[src/shared/tmr_pkg.sv]
// shared constants and types for the dual channel capture/compare timer unit
package tmr_pkg;

  // ----------------------------------------------------------------------
  // sizes
  // ----------------------------------------------------------------------
  localparam int unsigned CH_N   = 2;
  localparam int unsigned ADDR_W = 8;
  localparam int unsigned DATA_W = 32;
  localparam int unsigned CNT_W  = 16;
  localparam int unsigned PRE_W  = 7;

  // ----------------------------------------------------------------------
  // register byte offsets
  // ----------------------------------------------------------------------
  localparam logic [7:0] OFS_SC   = 8'h00;
  localparam logic [7:0] OFS_CNTH = 8'h04;
  localparam logic [7:0] OFS_CNTL = 8'h08;
  localparam logic [7:0] OFS_MODH = 8'h0C;
  localparam logic [7:0] OFS_MODL = 8'h10;
  localparam logic [1:0][7:0] OFS_CS = {8'h20, 8'h14};
  localparam logic [1:0][7:0] OFS_VH = {8'h24, 8'h18};
  localparam logic [1:0][7:0] OFS_VL = {8'h28, 8'h1C};

  // ----------------------------------------------------------------------
  // field positions
  // ----------------------------------------------------------------------
  localparam int unsigned SC_OVF   = 7;
  localparam int unsigned SC_OVFIE = 6;
  localparam int unsigned SC_HALT  = 5;
  localparam int unsigned SC_CRST  = 4;
  localparam int unsigned SC_PS_LO = 0;
  localparam int unsigned CS_FLAG  = 7;
  localparam int unsigned CS_IE    = 6;
  localparam int unsigned CS_BUF   = 5;
  localparam int unsigned CS_UNBUF = 4;
  localparam int unsigned CS_EL_LO = 2;
  localparam int unsigned CS_TOV   = 1;
  localparam int unsigned CS_MAX   = 0;

  // ----------------------------------------------------------------------
  // codes and reset values
  // ----------------------------------------------------------------------
  localparam logic [2:0]       PS_DIV1   = 3'h0;
  localparam logic [2:0]       PS_UNUSED = 3'h7;
  localparam logic [1:0]       EL_NONE   = 2'h0;
  localparam logic [1:0]       EL_TOGGLE = 2'h1;
  localparam logic [1:0]       EL_LOW    = 2'h2;
  localparam logic [1:0]       EL_HIGH   = 2'h3;
  localparam logic [CNT_W-1:0] CNT_RESET = 16'h0000;
  localparam logic [CNT_W-1:0] MOD_RESET = 16'hFFFF;

  typedef enum logic [2:0] {
    TMR_MODE_PRESET  = 3'b001,
    TMR_MODE_CAPTURE = 3'b010,
    TMR_MODE_COMPARE = 3'b100
  } tmr_mode_type;

  typedef struct packed {
    logic              psel;
    logic              penable;
    logic              pwrite;
    logic [ADDR_W-1:0] paddr;
    logic [DATA_W-1:0] pwdata;
  } tmr_apb_req_type;

  typedef struct packed {
    logic              pready;
    logic [DATA_W-1:0] prdata;
    logic              pslverr;
  } tmr_apb_rsp_type;

  typedef struct packed {
    logic             flag;
    logic             arm;
    logic             ie;
    logic             bufsel;
    logic             unbuf;
    logic [1:0]       els;
    logic             tov;
    logic             fmax;
    logic             max_act;
    logic             lvl_out;
    logic             pin_prev;
    logic             wlock;
    logic             rlock;
    logic [CNT_W-1:0] val;
  } tmr_chan_type;

  typedef struct packed {
    tmr_apb_rsp_type        rsp;
    logic                   ovf_flag;
    logic                   ovf_arm;
    logic                   ovf_ie;
    logic                   halt;
    logic [2:0]             ps;
    logic [PRE_W-1:0]       pre;
    logic [CNT_W-1:0]       cnt;
    logic [7:0]             cnt_buf;
    logic                   cnt_lat;
    logic [CNT_W-1:0]       mod;
    logic                   mod_lock;
    logic                   sel;
    logic                   last_wr;
    tmr_chan_type [CH_N-1:0] ch;
    logic                   ovf_irq;
    logic [CH_N-1:0]        ch_irq;
    logic [CH_N-1:0]        pin_out;
    logic [CH_N-1:0]        pin_oe_n;
  } tmr_state_type;

  typedef struct packed {
    logic [CH_N-1:0] s1;
    logic [CH_N-1:0] s2;
    logic [CH_N-1:0] s3;
    logic [CH_N-1:0] lvl;
  } tmr_sync_type;

  localparam tmr_state_type ST_RESET = '{halt: 1'b1, mod: MOD_RESET, pin_out: 2'h3,
                                          pin_oe_n: 2'h3, default: '0};

endpackage : tmr_pkg

[src/core/tmr_capture_compare.sv]
// dual channel capture/compare timer unit with apb register access
`timescale 1ns/1ps
`default_nettype none
module tmr_capture_compare (
  input  wire logic                      i_sys_clk,
  input  wire logic                      i_resetn,
  input  wire tmr_pkg::tmr_apb_req_type  i_apb,
  output var  tmr_pkg::tmr_apb_rsp_type  o_apb,
  input  wire logic [tmr_pkg::CH_N-1:0]  i_ch_pin,
  output var  logic [tmr_pkg::CH_N-1:0]  o_ch_pin_out,
  output var  logic [tmr_pkg::CH_N-1:0]  o_ch_pin_oe_n,
  output var  logic                      o_ovf_irq,
  output var  logic [tmr_pkg::CH_N-1:0]  o_ch_irq
);
  import tmr_pkg::*;

  // ----------------------------------------------------------------------
  // decoding helpers
  // ----------------------------------------------------------------------
  function automatic logic [PRE_W-1:0] presc_mask(input logic [2:0] ps);
    logic [PRE_W-1:0] m;
    m = 7'h7F;
    unique case (ps)
      3'h0: m = 7'h00;
      3'h1: m = 7'h01;
      3'h2: m = 7'h03;
      3'h3: m = 7'h07;
      3'h4: m = 7'h0F;
      3'h5: m = 7'h1F;
      3'h6: m = 7'h3F;
      3'h7: m = 7'h7F;
    endcase
    return m;
  endfunction : presc_mask

  function automatic tmr_mode_type chan_mode(input tmr_chan_type c);
    if (c.els == EL_NONE) begin
      return TMR_MODE_PRESET;
    end else if (c.bufsel || c.unbuf) begin
      return TMR_MODE_COMPARE;
    end
    return TMR_MODE_CAPTURE;
  endfunction : chan_mode

  function automatic logic [7:0] cs_pack(input tmr_chan_type c);
    return {c.flag, c.ie, c.bufsel, c.unbuf, c.els, c.tov, c.fmax};
  endfunction : cs_pack

  function automatic logic [8:0] read_mux(input tmr_state_type s, input logic [7:0] a);
    logic [8:0] r;
    r = 9'h000;
    case (a)
      OFS_SC:    r = {1'b1, s.ovf_flag, s.ovf_ie, s.halt, 2'b00, s.ps};
      OFS_CNTH:  r = {1'b1, s.cnt[15:8]};
      OFS_CNTL:  r = {1'b1, s.cnt_lat ? s.cnt_buf : s.cnt[7:0]};
      OFS_MODH:  r = {1'b1, s.mod[15:8]};
      OFS_MODL:  r = {1'b1, s.mod[7:0]};
      OFS_CS[0]: r = {1'b1, cs_pack(s.ch[0])};
      OFS_CS[1]: r = {1'b1, s.ch[0].bufsel ? 8'h00 : cs_pack(s.ch[1])};
      OFS_VH[0]: r = {1'b1, s.ch[0].val[15:8]};
      OFS_VL[0]: r = {1'b1, s.ch[0].val[7:0]};
      OFS_VH[1]: r = {1'b1, s.ch[1].val[15:8]};
      OFS_VL[1]: r = {1'b1, s.ch[1].val[7:0]};
      default:   r = 9'h000;
    endcase
    return r;
  endfunction : read_mux

  // ----------------------------------------------------------------------
  // state and bus decode
  // ----------------------------------------------------------------------
  tmr_state_type    st_r;
  tmr_state_type    st_nxt;
  logic [CH_N-1:0]  pin_lvl;
  logic             setup;
  logic             acc;
  logic             wr;
  logic             rds;
  logic [7:0]       wd;
  logic [8:0]       rd_res;
  logic             wr_sc;
  logic             wr_modh;
  logic             wr_modl;
  logic             rd_sc;
  logic             rd_cnth;
  logic             rd_cntl;
  logic [CH_N-1:0]  wr_cs;
  logic [CH_N-1:0]  wr_vh;
  logic [CH_N-1:0]  wr_vl;
  logic [CH_N-1:0]  rd_cs;
  logic [CH_N-1:0]  rd_vh;
  logic [CH_N-1:0]  rd_vl;

  // reads act at setup so the data and the latch see the same counter
  assign setup   = i_apb.psel & ~i_apb.penable;
  assign acc     = i_apb.psel & i_apb.penable & st_r.rsp.pready;
  assign wr      = acc & i_apb.pwrite;
  assign rds     = setup & ~i_apb.pwrite;
  assign wd      = i_apb.pwdata[7:0];
  assign rd_res  = read_mux(st_r, i_apb.paddr);
  assign wr_sc   = wr && (i_apb.paddr == OFS_SC);
  assign wr_modh = wr && (i_apb.paddr == OFS_MODH);
  assign wr_modl = wr && (i_apb.paddr == OFS_MODL);
  assign rd_sc   = rds && (i_apb.paddr == OFS_SC);
  assign rd_cnth = rds && (i_apb.paddr == OFS_CNTH);
  assign rd_cntl = rds && (i_apb.paddr == OFS_CNTL);

  // ----------------------------------------------------------------------
  // counter and channel events
  // ----------------------------------------------------------------------
  logic [PRE_W-1:0] mask;
  logic             tick;
  logic             roll;
  logic             ovf;
  logic             buffered;
  logic [CNT_W-1:0] cnt_step;
  tmr_mode_type     ch_mode [CH_N];
  logic [CNT_W-1:0] cval    [CH_N];
  logic [CH_N-1:0]  live;
  logic [CH_N-1:0]  cmp_hit;
  logic [CH_N-1:0]  cap_hit;
  logic [CH_N-1:0]  rise;
  logic [CH_N-1:0]  fall;

  assign mask     = presc_mask(st_r.ps);
  assign tick     = ~st_r.halt & (st_r.ps != PS_UNUSED) & ((st_r.pre & mask) == mask);
  assign roll     = st_r.cnt == st_r.mod;
  assign cnt_step = roll ? CNT_RESET : st_r.cnt + 16'h0001;
  assign ovf      = tick & roll;
  assign buffered = st_r.ch[0].bufsel;

  for (genvar g = 0; g < CH_N; g++) begin : g_ch
    assign wr_cs[g]   = wr && (i_apb.paddr == OFS_CS[g]);
    assign wr_vh[g]   = wr && (i_apb.paddr == OFS_VH[g]);
    assign wr_vl[g]   = wr && (i_apb.paddr == OFS_VL[g]);
    assign rd_cs[g]   = rds && (i_apb.paddr == OFS_CS[g]);
    assign rd_vh[g]   = rds && (i_apb.paddr == OFS_VH[g]);
    assign rd_vl[g]   = rds && (i_apb.paddr == OFS_VL[g]);
    assign ch_mode[g] = chan_mode(st_r.ch[g]);
    assign live[g]    = (g == 0) || !buffered;
    assign cval[g]    = ((g == 0) && buffered) ? st_r.ch[st_r.sel].val : st_r.ch[g].val;
    assign rise[g]    = pin_lvl[g] & ~st_r.ch[g].pin_prev;
    assign fall[g]    = ~pin_lvl[g] & st_r.ch[g].pin_prev;
    assign cmp_hit[g] = tick && live[g] && (ch_mode[g] == TMR_MODE_COMPARE)
                        && !st_r.ch[g].wlock && (cnt_step == cval[g]);
    assign cap_hit[g] = live[g] && (ch_mode[g] == TMR_MODE_CAPTURE) && !st_r.halt
                        && !st_r.ch[g].rlock
                        && ((st_r.ch[g].els[0] & rise[g]) | (st_r.ch[g].els[1] & fall[g]));
  end

  tmr_pin_sync u_sync (
    .i_sys_clk (i_sys_clk),
    .i_resetn  (i_resetn),
    .i_pin     (i_ch_pin),
    .o_level   (pin_lvl)
  );

  // ----------------------------------------------------------------------
  // next state
  // ----------------------------------------------------------------------
  always_comb begin
    st_nxt = st_r;
    // zero wait state: ready in the first access cycle
    st_nxt.rsp.pready  = setup;
    st_nxt.rsp.pslverr = setup & ~rd_res[8];
    st_nxt.rsp.prdata  = rds ? {24'h000000, rd_res[7:0]} : 32'h00000000;

    if (!st_r.halt) begin
      st_nxt.pre = st_r.pre + 7'h01;
    end
    if (tick) begin
      st_nxt.cnt = cnt_step;
    end

    if (rd_sc && st_r.ovf_flag) begin
      st_nxt.ovf_arm = 1'b1;
    end
    if (wr_sc) begin
      st_nxt.ovf_ie  = wd[SC_OVFIE];
      st_nxt.halt    = wd[SC_HALT];
      st_nxt.ps      = wd[SC_PS_LO +: 3];
      st_nxt.ovf_arm = 1'b0;
      if (!wd[SC_OVF] && st_r.ovf_arm) begin
        st_nxt.ovf_flag = 1'b0;
      end
      if (wd[SC_CRST]) begin
        st_nxt.cnt     = CNT_RESET;
        st_nxt.pre     = '0;
        st_nxt.cnt_lat = 1'b0;
        st_nxt.cnt_buf = 8'h00;
      end
    end
    // a fresh overflow outranks a pending clear
    if (ovf && !st_r.mod_lock) begin
      st_nxt.ovf_flag = 1'b1;
      st_nxt.ovf_arm  = 1'b0;
    end

    if (wr_modh) begin
      st_nxt.mod[15:8] = wd;
      st_nxt.mod_lock  = 1'b1;
    end
    if (wr_modl) begin
      st_nxt.mod[7:0] = wd;
      st_nxt.mod_lock = 1'b0;
    end

    if (rd_cnth && !st_r.cnt_lat) begin
      st_nxt.cnt_buf = st_r.cnt[7:0];
      st_nxt.cnt_lat = 1'b1;
    end
    if (rd_cntl) begin
      st_nxt.cnt_lat = 1'b0;
    end

    // buffered pair: channel 0 owns the width until the other is written and the counter next overflows
    if (!buffered) begin
      st_nxt.sel     = 1'b0;
      st_nxt.last_wr = 1'b0;
    end else if (ovf) begin
      st_nxt.sel = st_r.last_wr;
    end

    for (int i = 0; i < CH_N; i++) begin
      st_nxt.ch[i].pin_prev = pin_lvl[i];
      if (rd_cs[i] && st_r.ch[i].flag) begin
        st_nxt.ch[i].arm = 1'b1;
      end
      if (wr_cs[i] && live[i]) begin
        st_nxt.ch[i].ie     = wd[CS_IE];
        st_nxt.ch[i].bufsel = (i == 0) ? wd[CS_BUF] : 1'b0;
        st_nxt.ch[i].unbuf  = wd[CS_UNBUF];
        st_nxt.ch[i].els    = wd[CS_EL_LO +: 2];
        st_nxt.ch[i].tov    = wd[CS_TOV];
        st_nxt.ch[i].fmax   = wd[CS_MAX];
        st_nxt.ch[i].arm    = 1'b0;
        if (!wd[CS_FLAG] && st_r.ch[i].arm) begin
          st_nxt.ch[i].flag = 1'b0;
        end
      end
      if (cap_hit[i]) begin
        st_nxt.ch[i].val = st_r.cnt;
      end
      if (wr_vh[i]) begin
        st_nxt.ch[i].val[15:8] = wd;
        if (ch_mode[i] == TMR_MODE_COMPARE) begin
          st_nxt.ch[i].wlock = 1'b1;
        end
      end
      if (wr_vl[i]) begin
        st_nxt.ch[i].val[7:0] = wd;
        st_nxt.ch[i].wlock    = 1'b0;
        st_nxt.last_wr        = buffered ? i[0] : 1'b0;
      end
      if (rd_vh[i] && (ch_mode[i] == TMR_MODE_CAPTURE)) begin
        st_nxt.ch[i].rlock = 1'b1;
      end
      if (rd_vl[i]) begin
        st_nxt.ch[i].rlock = 1'b0;
      end
      if (cmp_hit[i] || cap_hit[i]) begin
        st_nxt.ch[i].flag = 1'b1;
        st_nxt.ch[i].arm  = 1'b0;
      end

      // output level
      if (ch_mode[i] == TMR_MODE_PRESET) begin
        st_nxt.ch[i].lvl_out = ~st_r.ch[i].unbuf;
      end else if (ch_mode[i] == TMR_MODE_COMPARE) begin
        if (ovf && st_r.ch[i].tov) begin
          st_nxt.ch[i].max_act = st_r.ch[i].fmax;
          st_nxt.ch[i].lvl_out = (st_r.ch[i].fmax && st_r.ch[i].els == EL_LOW)
                                 ? 1'b1 : ~st_r.ch[i].lvl_out;
        end else if (cmp_hit[i] && !(st_r.ch[i].max_act && st_r.ch[i].tov
                                     && st_r.ch[i].els == EL_LOW)) begin
          unique case (st_r.ch[i].els)
            EL_NONE:   st_nxt.ch[i].lvl_out = st_r.ch[i].lvl_out;
            EL_TOGGLE: st_nxt.ch[i].lvl_out = ~st_r.ch[i].lvl_out;
            EL_LOW:    st_nxt.ch[i].lvl_out = 1'b0;
            EL_HIGH:   st_nxt.ch[i].lvl_out = 1'b1;
          endcase
        end
      end
      // capture and preset leave the pin to the port
      st_nxt.pin_out[i]  = st_nxt.ch[i].lvl_out;
      st_nxt.pin_oe_n[i] = !(live[i] && ch_mode[i] == TMR_MODE_COMPARE);
      st_nxt.ch_irq[i]   = live[i] & st_nxt.ch[i].flag & st_nxt.ch[i].ie;
    end
    st_nxt.ovf_irq = st_nxt.ovf_flag & st_nxt.ovf_ie;
  end

  always_ff @(posedge i_sys_clk or negedge i_resetn) begin
    if (!i_resetn) begin
      st_r <= ST_RESET;
    end else begin
      st_r <= st_nxt;
    end
  end

  assign o_apb         = st_r.rsp;
  assign o_ch_pin_out  = st_r.pin_out;
  assign o_ch_pin_oe_n = st_r.pin_oe_n;
  assign o_ovf_irq     = st_r.ovf_irq;
  assign o_ch_irq      = st_r.ch_irq;
endmodule : tmr_capture_compare
`default_nettype wire

[src/core/tmr_pin_sync.sv]
// three-stage synchroniser with agreement filter for the channel pins
`timescale 1ns/1ps
`default_nettype none
module tmr_pin_sync (
  input  wire logic                    i_sys_clk,
  input  wire logic                    i_resetn,
  input  wire logic [tmr_pkg::CH_N-1:0] i_pin,
  output var  logic [tmr_pkg::CH_N-1:0] o_level
);
  import tmr_pkg::*;

  tmr_sync_type st_r;
  tmr_sync_type st_nxt;

  always_comb begin
    st_nxt    = st_r;
    st_nxt.s1 = i_pin;
    st_nxt.s2 = st_r.s1;
    st_nxt.s3 = st_r.s2;
    // only a value held by both late stages counts
    for (int i = 0; i < CH_N; i++) begin
      if (st_r.s2[i] == st_r.s3[i]) begin
        st_nxt.lvl[i] = st_r.s3[i];
      end
    end
  end

  always_ff @(posedge i_sys_clk or negedge i_resetn) begin
    if (!i_resetn) begin
      st_r <= '0;
    end else begin
      st_r <= st_nxt;
    end
  end

  assign o_level = st_r.lvl;

endmodule : tmr_pin_sync
`default_nettype wire

[config.mk]
export PLATFORM = sky130hd
export DESIGN_NAME = tmr_capture_compare
export DESIGN_NICKNAME = d
export VERILOG_FILES = /design/src/shared/tmr_pkg.sv /design/src/core/tmr_capture_compare.sv /design/src/core/tmr_pin_sync.sv
export SDC_FILE = /design/constraint.sdc
export NUM_CORES = 1
export LEC_CHECK = 0
export BUFFER_PORTS_ARGS = -buffer_cell sky130_fd_sc_hd__buf_2
export CORE_UTILIZATION = 45
export DETAILED_ROUTE_END_ITERATION = 12
export GPL_ROUTABILITY_DRIVEN = 0
export PLACE_DENSITY_LB_ADDON = 0.25
export RECOVER_POWER = 25
export SETUP_SLACK_MARGIN = 0.4
export SYNTH_ARGS = -nofsm -noshare
export SYNTH_HDL_FRONTEND = slang
export SYNTH_SLANG_ARGS = --single-unit
[constraint.sdc]
create_clock -name i_sys_clk -period 7.1 [get_ports i_sys_clk]
set_input_delay 0 -clock i_sys_clk [delete_from_list [all_inputs] [get_ports i_sys_clk]]
set_output_delay 0 -clock i_sys_clk [all_outputs]
set_load 0.02 [all_outputs]
==> impl_metrics.env <==
export IMPL_status="complete, but fails checks"
export IMPL_violations="max-capacitance violations, max-slew violations"
export IMPL_port_buffers=39
export IMPL_yosys_top_cells_area="dfrtp_1 (35%), mux2i_1 (6.5%), dfstp_2 (6.4%), mux2_2 (4.5%), nand2_1 (3.8%)"
export IMPL_cts_sinks=141
export IMPL_synth_avg_cell_area_um2=9.15
export IMPL_clock_latency_ps=430
export IMPL_max_vdd_ir_drop_mv=0.144
export IMPL_grt_max_degree=77
export IMPL_clock_power_share_pct=44.8
export IMPL_placed_area_um2=8750
export IMPL_startpoint_type="primary input"
export IMPL_switching_share_pct=27.5
export IMPL_finalHoldViolations=0
export IMPL_maxCapViolations=1
export IMPL_r2r_start="st_r[95]"
export IMPL_ys_flop_type="dfrtp_1"
export IMPL_cts_tree="yes"
export IMPL_regArea_um2=3550
export IMPL_finalCriticalPeriod_ps=4060
export IMPL_die_area_um2=19800
export IMPL_ioPinCount=88
export IMPL_ctsResizeCount=0
export IMPL_ys_async_sr_fraction_pct=100
export IMPL_pwr_share_seq_pct=46.4
export IMPL_final_cell_area_um2=9430
export IMPL_hp_class="in2reg"
export IMPL_rr_endpoint="st_r[65]"
export IMPL_utilization_pct=50.2
export IMPL_relSlewSlack_pct=-175
export IMPL_grt_overflow=0
export IMPL_synth_cell_types=80
export IMPL_setup_viol=0
export IMPL_placedCellCount=1146
export IMPL_antenna_found_initial=0
export IMPL_antenna_cells=0
export IMPL_period_share_pct=57.2
export IMPL_p_int_mw=1.38
export IMPL_yosysTopAreaCell="dfrtp_1"
export IMPL_drv_slew=77
export IMPL_fin_tns_setup_ps=0
export IMPL_ff2ff_setup_slack_ps=3080
export IMPL_via_per_inst=6.27
export IMPL_ys_seq_area_share_pct=41.0
export IMPL_cp_max_fo=76
export IMPL_worst_ep_required_time_ps=7540
export IMPL_drt_iter0_markers=808
export IMPL_multi_input_area_um2=4580
export IMPL_instances_no_fill=1192
export IMPL_final_antenna_net_count=0
export IMPL_comb_power_share_pct=8.9
export IMPL_synthDominantCellAreaShare_pct=34.6
export IMPL_wire_per_inst_um=22.3
export IMPL_postCtsSetupRepairBufs=0
export IMPL_drc_errors=0
export IMPL_root_buffer="clkbuf_16"
export IMPL_yosysMostFrequentCell="dfrtp_1"
export IMPL_finalClockSkew_ps=13.4
export IMPL_grt_first_pass_wirelength_um=41800
export IMPL_numCtsBuffers=17
export IMPL_track_usage_pct=28.2
export IMPL_path_class="in2async"
export IMPL_synthCells=948
export IMPL_start_util_pct=46.2
export IMPL_crit_start="i_resetn"
export IMPL_endpoint="st_r[86]"
export IMPL_arrival_ps=4500
export IMPL_vias=7471
export IMPL_die_h_um=141
export IMPL_total_power_mw=1.90
export IMPL_rsz0062_at_grt="no"
export IMPL_synth_area_um2=8670
export IMPL_drt_wl_total_um=26600
export IMPL_die_x_um=141
export IMPL_fillers=1762
export IMPL_core_um2=18800
export IMPL_power_switching_uw=522
export IMPL_drive_above_1_share_pct=15.0
export IMPL_clk_pin_slew_ps=60
export IMPL_synth_top_cells_by_count="dfrtp_1 (120), nand2_1 (88), nor2_1 (84), a21oi_1 (58), mux2i_1 (56)"
export IMPL_firstDrtPassIters=6
export IMPL_row_count=50
export IMPL_cts_hold_buf=14
export IMPL_ys_warn_count=0
export IMPL_end_kind="async pin"
export IMPL_syn2layout_area_growth_pct=8.76
export IMPL_grt_pass1_vias=7107
export IMPL_ff2ff_path_depth=9
export IMPL_pwr_density_cell_nw_per_um2=201
export IMPL_clock_fmax_mhz=246
export IMPL_htreeDepth=4
export IMPL_hpwl_um=18700
export IMPL_layout_nets=994
export IMPL_cts_max_path_buffers=2
export IMPL_synth_edff_count=0
export IMPL_tightest_slew_ps=4120
export IMPL_p_leak_nw=4.02
export IMPL_ys_ff_latch=141
## registers in the layout, indices dropped and copies added (netlist names)
| register | count |
|---|---|
| o_ch_pin_oe_n | 2 |
| o_ch_irq | 2 |
| cval | 16 |
| o_ovf_irq | 1 |
| buffered | 1 |
| u_sync.st_r | 2 |
| o_ch_pin_out | 2 |
| u_sync.st_nxt | 4 |
| o_apb | 10 |
| st_r | 99 |
| u_sync.o_level | 2 |
## layer usage
metal	routed length, um	part of all wire (%)	vias up	global-route usage, %
li1	-	-	3381	-
met1	11400	43	3679	37.8
met2	12200	46	345	44.3
met3	2020	7.6	66	4.72
met4	996	3.7	0	13.7
met5	0	0	-	0
## final cells by class
class / count / share of cell area, %
timing repair buffer: 61 / 4.18
tap: 234 / 3.10
sequential: 141 / 37.7
multi-input combinational: 709 / 48.6
clock buffer: 20 / 4.63
clock inverter: 12 / 1.22
inverter: 15 / 0.597
## cells by family (layout without fill, tap and decap cells)
family	count (synthesis)	in the layout	synth area share, %
muxes	91	91	11.0
other	1	24	0.0432
AOI/OAI and AO/OA	218	218	16.6
DFF	141	141	41.0
adders and majority gates	4	4	0.519
buffers and inverters	121	108	7.30
xor gates and xnor gates	36	36	3.95
and+or+nand+nor	336	336	19.6
## worst max-delay path, stage by stage
cell and delay [ps]:
dlygate4sd3_1 520, clkbuf_1 2870, buf_4 1020
## through the flow
| stage | setup slack (ps) | hold slack (ps) |
|---|---|---|
| 2_1_floorplan | 4100 | -296 |
| 3_3_place_gp | 3150 | 73.5 |
| 3_5_place_dp | 3130 | 78.0 |
| 4_1_cts | 3140 | 50.8 |
| 5_1_grt | 2200 | 125 |
| 6_report | 3040 | 63.9 |
## power groups by stage
stage	Sequential, mW	Clock [mW]	Combinational (mW)
2_1_floorplan	0.871	0	0.126
3_3_place_gp	0.891	0	0.159
3_5_place_dp	0.892	0	0.161
4_1_cts	0.878	0.859	0.167
5_1_grt	0.884	0.889	0.187
6_report	0.880	0.849	0.168
## cells in the final DEF, fill, tap and decap left out, drive strengths merged, types with 18 or more instances in the layout
cell type and count:
a21oi 58, a31oi 18, clkbuf 21, conb 24, dfrtp 120, nand2 88
mux2 35, o21ai 53, dfstp 21, mux2i 56, buf 46, nand3 32
nor3 19, nor2 84, xor2 27
## worst min path at each step
stage / from / to / slack [ps] / depth (start not counted)
finish: i_apb[41] / st_r[86] / 60 / 4
global route: i_apb[41] / st_r[86] / 130 / 4
CTS: i_apb[41] / st_r[86] / 50 / 4
detailed placement: i_resetn / st_r[107] / 80 / 1
global placement: i_resetn / st_r[107] / 70 / 1
floorplan: i_resetn / buffered / -300 / 0
Power figures use the tool's default switching activity.
